==> config.mk <==
export PLATFORM = sky130hd
export DESIGN_NAME = lccd_timing_gen
export DESIGN_NICKNAME = d
export VERILOG_FILES = /design/src/logic/lccd_timing_gen.v /design/src/logic/lccd_drain_gate.v
export VERILOG_INCLUDE_DIRS = /design/src /design/src/logic
export SDC_FILE = /design/constraint.sdc
export NUM_CORES = 1
export LEC_CHECK = 0
export ABC_AREA = 1
export BUFFER_PORTS_ARGS = -buffer_cell sky130_fd_sc_hd__clkbuf_2
export CORE_MARGIN = 4
export CORE_UTILIZATION = 55
export DETAILED_ROUTE_END_ITERATION = 12
export PLACE_DENSITY = 0.84
export SLEW_MARGIN = 20
export SYNTH_ARGS = -nofsm -noshare
export SYNTH_HDL_FRONTEND = slang
export SYNTH_SLANG_ARGS = --single-unit
==> constraint.sdc <==
create_clock -name clock -period 2.33 [get_ports clock]
set_clock_uncertainty 0.15 [all_clocks]
set_input_delay 0.3495 -clock clock [delete_from_list [all_inputs] [get_ports clock]]
set_output_delay 0.3495 -clock clock [all_outputs]
set_load 0.01 [all_outputs]
==> src/logic/lccd_timing_defs.vh <==
`ifndef LCCD_TIMING_DEFS_VH
`define LCCD_TIMING_DEFS_VH

// Clock rate and derived cycle counts
`define LCCD_CLK_MHZ        20
`define LCCD_CHANNELS       3
// Half period of the phase pair, in clock cycles (20 MHz / 4 = 5 MHz pixel rate)
`define LCCD_HALF_CYC       2'h2
// Transfer-gate step times in clock cycles (1000 ns, 500 ns, 500 ns at 20 MHz)
`define LCCD_TG_ON_CYC      8'h14
`define LCCD_TG1_OFF_CYC    8'h0A
`define LCCD_TG2_OFF_CYC    8'h0A
// Pixels clocked per line, width of pixel counters
`define LCCD_PIX_W          14
`define LCCD_PIX_PER_LINE   14'h1F80
// Counter widths
`define LCCD_STEP_W         8
// Reset values
`define LCCD_PIX_RST        14'h0000
`define LCCD_STEP_RST       8'h00

`endif

==> src/logic/lccd_timing_gen.v <==
`timescale 1ns/1ns
`include "lccd_timing_defs.vh"

// Behaviour
// - Phase two is always driven as the exact inverse of phase one.
// - One shared phase pair clocks all three channel registers together.
// - The output reset pulses once per pixel before the pixel appears.
// - The drain gate rises as the first transfer gate turns off and falls during the scan.
// - Exposure runs from the drain gate fall to the next first-transfer-gate fall.
// - Each channel has its own drain gate with its own timing.
// - The drain gate rises in the transfer period, with the first transfer gate fall.
// - The drain gate fall at its set pixel is aligned to a phase clock transition; clearing expEnable drops it on the next clock edge.
// - Phase clocks stay complements and run at a steady rate without abrupt stops.
// - Clocking stops with phase one high and phase two low before transfer.
// - Both transfer gates turn on, then the first turns off.
// - The second transfer gate turns off after the first, before clocking resumes.
// - Complementary clocking resumes after the transfer sequence if run is still high; otherwise the generator returns to idle.
module lccd_timing_gen (
    // Clock and reset
    input  wire                         clock,
    input  wire                         rst_b,
    // Control
    input  wire                         run,
    input  wire [`LCCD_CHANNELS-1:0]    expEnable,
    input  wire [`LCCD_PIX_W-1:0]       expFallPix0,
    input  wire [`LCCD_PIX_W-1:0]       expFallPix1,
    input  wire [`LCCD_PIX_W-1:0]       expFallPix2,
    // Sensor gates
    output reg                          phaseOne,
    output reg                          phaseTwo,
    output reg                          outputReset,
    output reg                          first_transfer_gate,
    output reg                          second_transfer_gate,
    output wire [`LCCD_CHANNELS-1:0]    drainGate,
    // Status
    output reg                          lineStart,
    output reg                          pixelValid
);

    localparam [2:0] ST_IDLE   = 3'd0;
    localparam [2:0] ST_READ   = 3'd1;
    localparam [2:0] ST_TGON   = 3'd2;
    localparam [2:0] ST_TG1OFF = 3'd3;
    localparam [2:0] ST_TG2OFF = 3'd4;

    // Step counts of the transfer-gate sequence and the phase half period
    localparam [`LCCD_STEP_W-1:0] TG_ON_CYC  = `LCCD_TG_ON_CYC;
    localparam [`LCCD_STEP_W-1:0] TG1_CYC    = `LCCD_TG1_OFF_CYC;
    localparam [`LCCD_STEP_W-1:0] TG2_CYC    = `LCCD_TG2_OFF_CYC;
    localparam [1:0]              HALF_CYC   = `LCCD_HALF_CYC;

    reg [2:0]                 state;
    reg [2:0]                 next_state;
    reg [`LCCD_STEP_W-1:0]    step;
    reg [`LCCD_STEP_W-1:0]    next_step;
    reg [1:0]                 halfCnt;
    reg [1:0]                 next_halfCnt;
    reg [`LCCD_PIX_W-1:0]     pixCount;
    reg [`LCCD_PIX_W-1:0]     next_pixCount;
    reg                       next_phaseOne;
    reg                       next_tg1;
    reg                       next_tg2;
    reg                       next_outputReset;
    reg                       next_lineStart;
    reg                       next_pixelValid;
    reg                       lineXfer;
    wire                      halfEdge;
    wire                      pixStep;
    wire [`LCCD_PIX_W-1:0]    fallPix [0:`LCCD_CHANNELS-1];

    // Fall points gathered so the channel loop can index them
    assign fallPix[0] = expFallPix0;
    assign fallPix[1] = expFallPix1;
    assign fallPix[2] = expFallPix2;

    // Phase toggles at a fixed half period; phase one high ends a full pixel
    assign halfEdge = (halfCnt == HALF_CYC - 2'd1);
    assign pixStep  = (state == ST_READ) && halfEdge && !phaseOne;

    // Half-period counter runs only while reading, so the pair parks cleanly
    always @* begin
        next_halfCnt = 2'b00;
        if (state == ST_READ && !halfEdge) begin
            next_halfCnt = halfCnt + 2'b01;
        end
    end

    always @* begin
        next_state       = state;
        next_step        = step;
        next_pixCount    = pixCount;
        next_phaseOne    = phaseOne;
        next_tg1         = first_transfer_gate;
        next_tg2         = second_transfer_gate;
        next_outputReset = 1'b0;
        next_lineStart   = 1'b0;
        next_pixelValid  = 1'b0;
        lineXfer         = 1'b0;
        case (state)
            ST_IDLE: begin
                next_phaseOne = 1'b1;
                if (run) begin
                    next_state = ST_TGON;
                    next_step  = `LCCD_STEP_RST;
                end
            end
            ST_READ: begin
                if (halfEdge) begin
                    next_phaseOne = !phaseOne;
                    if (pixStep) begin
                        next_pixCount   = pixCount + 1'b1;
                        next_pixelValid = 1'b1;
                    end
                    if (phaseOne) begin
                        next_outputReset = 1'b1;
                    end
                    if (pixStep && pixCount == `LCCD_PIX_PER_LINE - 1'b1) begin
                        next_state = ST_TGON;
                        next_step  = `LCCD_STEP_RST;
                    end
                end
            end
            ST_TGON: begin
                next_tg1  = 1'b1;
                next_tg2  = 1'b1;
                next_step = step + 1'b1;
                // Gates rise one edge after entry, so count one further
                if (step == TG_ON_CYC) begin
                    next_state = ST_TG1OFF;
                    next_step  = `LCCD_STEP_RST;
                    next_tg1   = 1'b0;
                    lineXfer   = 1'b1;
                end
            end
            ST_TG1OFF: begin
                next_step = step + 1'b1;
                if (step == TG1_CYC - 1'b1) begin
                    next_tg2   = 1'b0;
                    next_state = ST_TG2OFF;
                    next_step  = `LCCD_STEP_RST;
                end
            end
            ST_TG2OFF: begin
                next_step = step + 1'b1;
                if (step == TG2_CYC - 1'b1) begin
                    next_state     = run ? ST_READ : ST_IDLE;
                    next_pixCount  = `LCCD_PIX_RST;
                    next_lineStart = run;
                end
            end
            default: begin
                next_state = ST_IDLE;
            end
        endcase
    end

    always @(posedge clock or negedge rst_b) begin
        if (!rst_b) begin
            state                <= ST_IDLE;
            step                 <= `LCCD_STEP_RST;
            halfCnt              <= 2'b00;
            pixCount             <= `LCCD_PIX_RST;
        end else begin
            state                <= next_state;
            step                 <= next_step;
            halfCnt              <= next_halfCnt;
            pixCount             <= next_pixCount;
        end
    end

    // Every sensor gate comes straight from a flip-flop, free of glitches
    always @(posedge clock or negedge rst_b) begin
        if (!rst_b) begin
            phaseOne             <= 1'b1;
            phaseTwo             <= 1'b0;
            outputReset          <= 1'b0;
            first_transfer_gate  <= 1'b0;
            second_transfer_gate <= 1'b0;
            lineStart            <= 1'b0;
            pixelValid           <= 1'b0;
        end else begin
            phaseOne             <= next_phaseOne;
            phaseTwo             <= !next_phaseOne;
            outputReset          <= next_outputReset;
            first_transfer_gate  <= next_tg1;
            second_transfer_gate <= next_tg2;
            lineStart            <= next_lineStart;
            pixelValid           <= next_pixelValid;
        end
    end

    genvar ch;
    generate
        for (ch = 0; ch < `LCCD_CHANNELS; ch = ch + 1) begin : gChan
            lccd_drain_gate uDrain (
                .clock      (clock),
                .rst_b      (rst_b),
                .lineXfer   (lineXfer),
                .pixStep    (pixStep),
                .pixCount   (pixCount),
                .expEnable  (expEnable[ch]),
                .expFallPix (fallPix[ch]),
                .drainGate  (drainGate[ch])
            );
        end
    endgenerate

endmodule // lccd_timing_gen

==> src/logic/lccd_drain_gate.v <==
`timescale 1ns/1ns
`include "lccd_timing_defs.vh"

// One drain gate per channel, raised at the transfer and dropped at its own pixel.
module lccd_drain_gate (
    // Clock and reset
    input  wire                     clock,
    input  wire                     rst_b,
    // Line timing
    input  wire                     lineXfer,
    input  wire                     pixStep,
    input  wire [`LCCD_PIX_W-1:0]   pixCount,
    // Per-channel setup
    input  wire                     expEnable,
    input  wire [`LCCD_PIX_W-1:0]   expFallPix,
    // Drain gate drive
    output reg                      drainGate
);

    reg next_drainGate;

    always @* begin
        next_drainGate = drainGate;
        if (lineXfer) begin
            next_drainGate = expEnable;
        end else if (!expEnable) begin
            next_drainGate = 1'b0;
        end else if (pixStep && pixCount == expFallPix) begin
            next_drainGate = 1'b0;
        end
    end

    always @(posedge clock or negedge rst_b) begin
        if (!rst_b) begin
            drainGate <= 1'b0;
        end else begin
            drainGate <= next_drainGate;
        end
    end

endmodule // lccd_drain_gate

==> results.json <==
{
  "r2r.worst_path.cells": 8,
  "grtUsageMet2_pct": 39.3,
  "via_per_inst": 5.04,
  "ant_nets": 0,
  "ys_top_cells_by_count": "208 x nand2_1, 81 x inv_1, 54 x nor2_1",
  "setup_tns_ns": 0,
  "drive_gt1_share_pct": 15.0,
  "start_util_pct": 56.8,
  "max_freq_mhz": 506,
  "critPathLaunch": "pixCount[0]",
  "clk_path_buf_depth": 2,
  "antenna_cells": 0,
  "route.detailed.drc": 0,
  "gp_congestion": 0.847,
  "h-tree-depth": 2,
  "io_buffers": 57,
  "period_share_pct": 84.8,
  "synth.area.top_cells": "dfrtp_1 31%, nand2_1 27%, inv_1 10%",
  "drt_iter0_drc": 204,
  "vdd_drop_max_v": 0.000576,
  "finalHoldViolations": 0,
  "core-area_mm2": 0.00514,
  "io_pins": 58,
  "cts_tree": "built",
  "tightestPinTransition_ns": 0.481,
  "crit_type": "flip-flop to flip-flop",
  "leakage_nw": 2.01,
  "nets": 605,
  "grtUsageMet1_pct": 30.6,
  "relSlewSlack_pct": 67.7,
  "grt_start_max_net_pins": 24,
  "post_drt_wl_per_cell_um": 11.5,
  "start_kind": "flip-flop",
  "r2r_end": "step[3]",
  "crit_arrival_ns": 2.00,
  "crit_required_ns": 2.35,
  "period_needed_ns": 1.98,
  "post-dp-hpwl_mm": 5.57,
  "rrSetupSlack_ns": 0.35,
  "fp.dieW_um": 80.9,
  "grt_usage_pct": 23.1,
  "clock_latency_ns": 0.29,
  "hold_class": "input pin to flip-flop",
  "slew_violations": 0,
  "synth_edf_count": 0,
  "syn_area_mm2": 0.00292,
  "setup_slack_ns": 0.354,
  "vias": 3135,
  "row_count": 26,
  "crit_end": "step[3]",
  "maxCapViolCount": 0,
  "yosysWarnings": 0,
  "netlist.area_leader.share_pct": 30.8,
  "cts_resized": 0,
  "wirelength_mm": 7.13,
  "grt_pass1_wl_mm": 12.1,
  "synthCells": 492,
  "grt.overflow.total": 0,
  "reg2reg_from": "pixCount[0]",
  "root_buffer": "clkbuf_8",
  "ys_ff_latch": 37,
  "syn_avg_cell_area_um2": 5.94,
  "met3_usage_pct": 3.22,
  "pre_cts_slack_ns": 0.407,
  "yosysUniqueCellTypes": 31,
  "seq_area_frac_synth_pct": 31.7,
  "antenna_found_initial": 0,
  "rsz0062_at_grt": "false",
  "status": "completed",
  "numCtsBuffers": 5,
  "cts_num_sinks": 37,
  "cts.clk_slew.worst_paths_ns": 0.08,
  "synthFlopType": "dfrtp_1",
  "setup_viol_count_final": 0,
  "area_growth_pct": 15.7,
  "busiest_layer": "met2",
  "synthArstFlopShare_pct": 100,
  "cellPowerDensity_mw_per_mm2": 630,
  "cp-end-kind": "flip-flop",
  "critPathMaxFanout": 8,
  "die_h_um": 80.9,
  "yosys.area.top_type": "dfrtp_1",
  "synthMostInstantiatedCell": "nand2_1",
  "synth_fp_nets": 546,
  "grt_pass1_vias": 2870,
  "dieArea_mm2": 0.00654,
  "fill_cells": 505,
  "drt_first_pass_iters": 5
}
state kept, by name, summed over array words and instances (netlist names):
signal                  count
first_transfer_gate         1
step                        8
phaseOne                    1
lineStart                   1
gChan.uDrain.drainGate      3
pixelValid                  1
outputReset                 1
halfCnt                     2
state                       3
phaseTwo                    1
pixCount                   14
second_transfer_gate        1
placed cells by master (no fill, tap or decap), types with 4 or more instances in the layout:
master / count
nand2_1: 208
inv_1: 81
clkbuf_2: 57
nor2_1: 54
dfrtp_1: 36
nand3_1: 24
nand4_1: 19
o21ai_1: 11
o21ai_0: 7
inv_2: 6
nor3_1: 6
ha_1: 6
clkbuf_8: 6
xor2_1: 5
a21oi_1: 4
power by group:
part | switching (mW) | internal, mW
Combinational | 0.458 | 0.252
Clock | 0.233 | 0.349
Sequential | 0.102 | 0.736
Total | 0.794 | 1.34
per-layer routing:
| layer | wire length, um | vias up |
|---|---|---|
| met5 | 0 | - |
| met4 | 143 | 0 |
| met3 | 382 | 16 |
| met2 | 3410 | 105 |
| met1 | 3190 | 1397 |
| li1 | - | 1617 |
worst min-delay path by stage:
stage	start	end	slack, ns	depth (start not counted)
final	expEnable[0]	gChan[0].uDrain.drainGate	0.09	3
after global routing	expEnable[0]	gChan[0].uDrain.drainGate	0.10	3
after CTS	expEnable[0]	gChan[0].uDrain.drainGate	0.09	3
after detailed placement	rst_b	pixCount[8]	-0.007	1
after global placement	rst_b	pixCount[8]	-0.006	1
after floorplan	rst_b	first_transfer_gate	-0.1	0
stage by stage:
step | area (um^2) | hold WS, ns | std cells | utilization, % | total power [mW]
2_1_floorplan | 2920 | -0.0961 | 492 | - | 1.33
3_3_place_gp | 3250 | -0.00601 | 613 | 63.3 | 1.52
3_5_place_dp | 3250 | -0.00695 | 613 | 63.3 | 1.55
4_1_cts | 3380 | 0.0915 | 622 | 65.8 | 2.13
5_1_grt | 3380 | 0.101 | 622 | 65.8 | 2.29
6_report | 3380 | 0.0885 | 622 | 65.8 | 2.13
kinds of logic (layout without fill, tap and decap cells):
family	count (synthesis)	after routing	synth area share, %
XOR/XNOR	6	6	1.80
AO/OA/AOI/OAI	25	25	4.50
adder cells (fa/ha/maj)	6	6	2.57
flip-flops	37	37	31.7
AND/OR/NAND/NOR	323	323	46.3
buffers and inverters	95	155	13.1
repair_timing:
action,4_1_cts,5_1_grt
buffers inserted,0,0
hold buffers,1,0
endpoints found under the hold margin,36,0
area by class of cell:
type,count,area (um^2),area share [%]
multi-input combinational,360,1610,47.7
sequential,37,927,27.4
inverter,87,327,9.66
clock buffer,7,86.3,2.55
timing repair buffer,60,310,9.18
clock inverter,1,30.0,0.888
tap,70,87.6,2.59
worst max-delay path, cell delays in order, from the launching register on:
cell,delay (ns)
dfrtp_1,0.46
ha_1,0.25
inv_1,0.11
nor3_2,0.25
nand3_1,0.12
nand2_1,0.14
nand3_2,0.20
nand2_1,0.12
nand2_1,0.05
(Power assumes the default switching activity.)
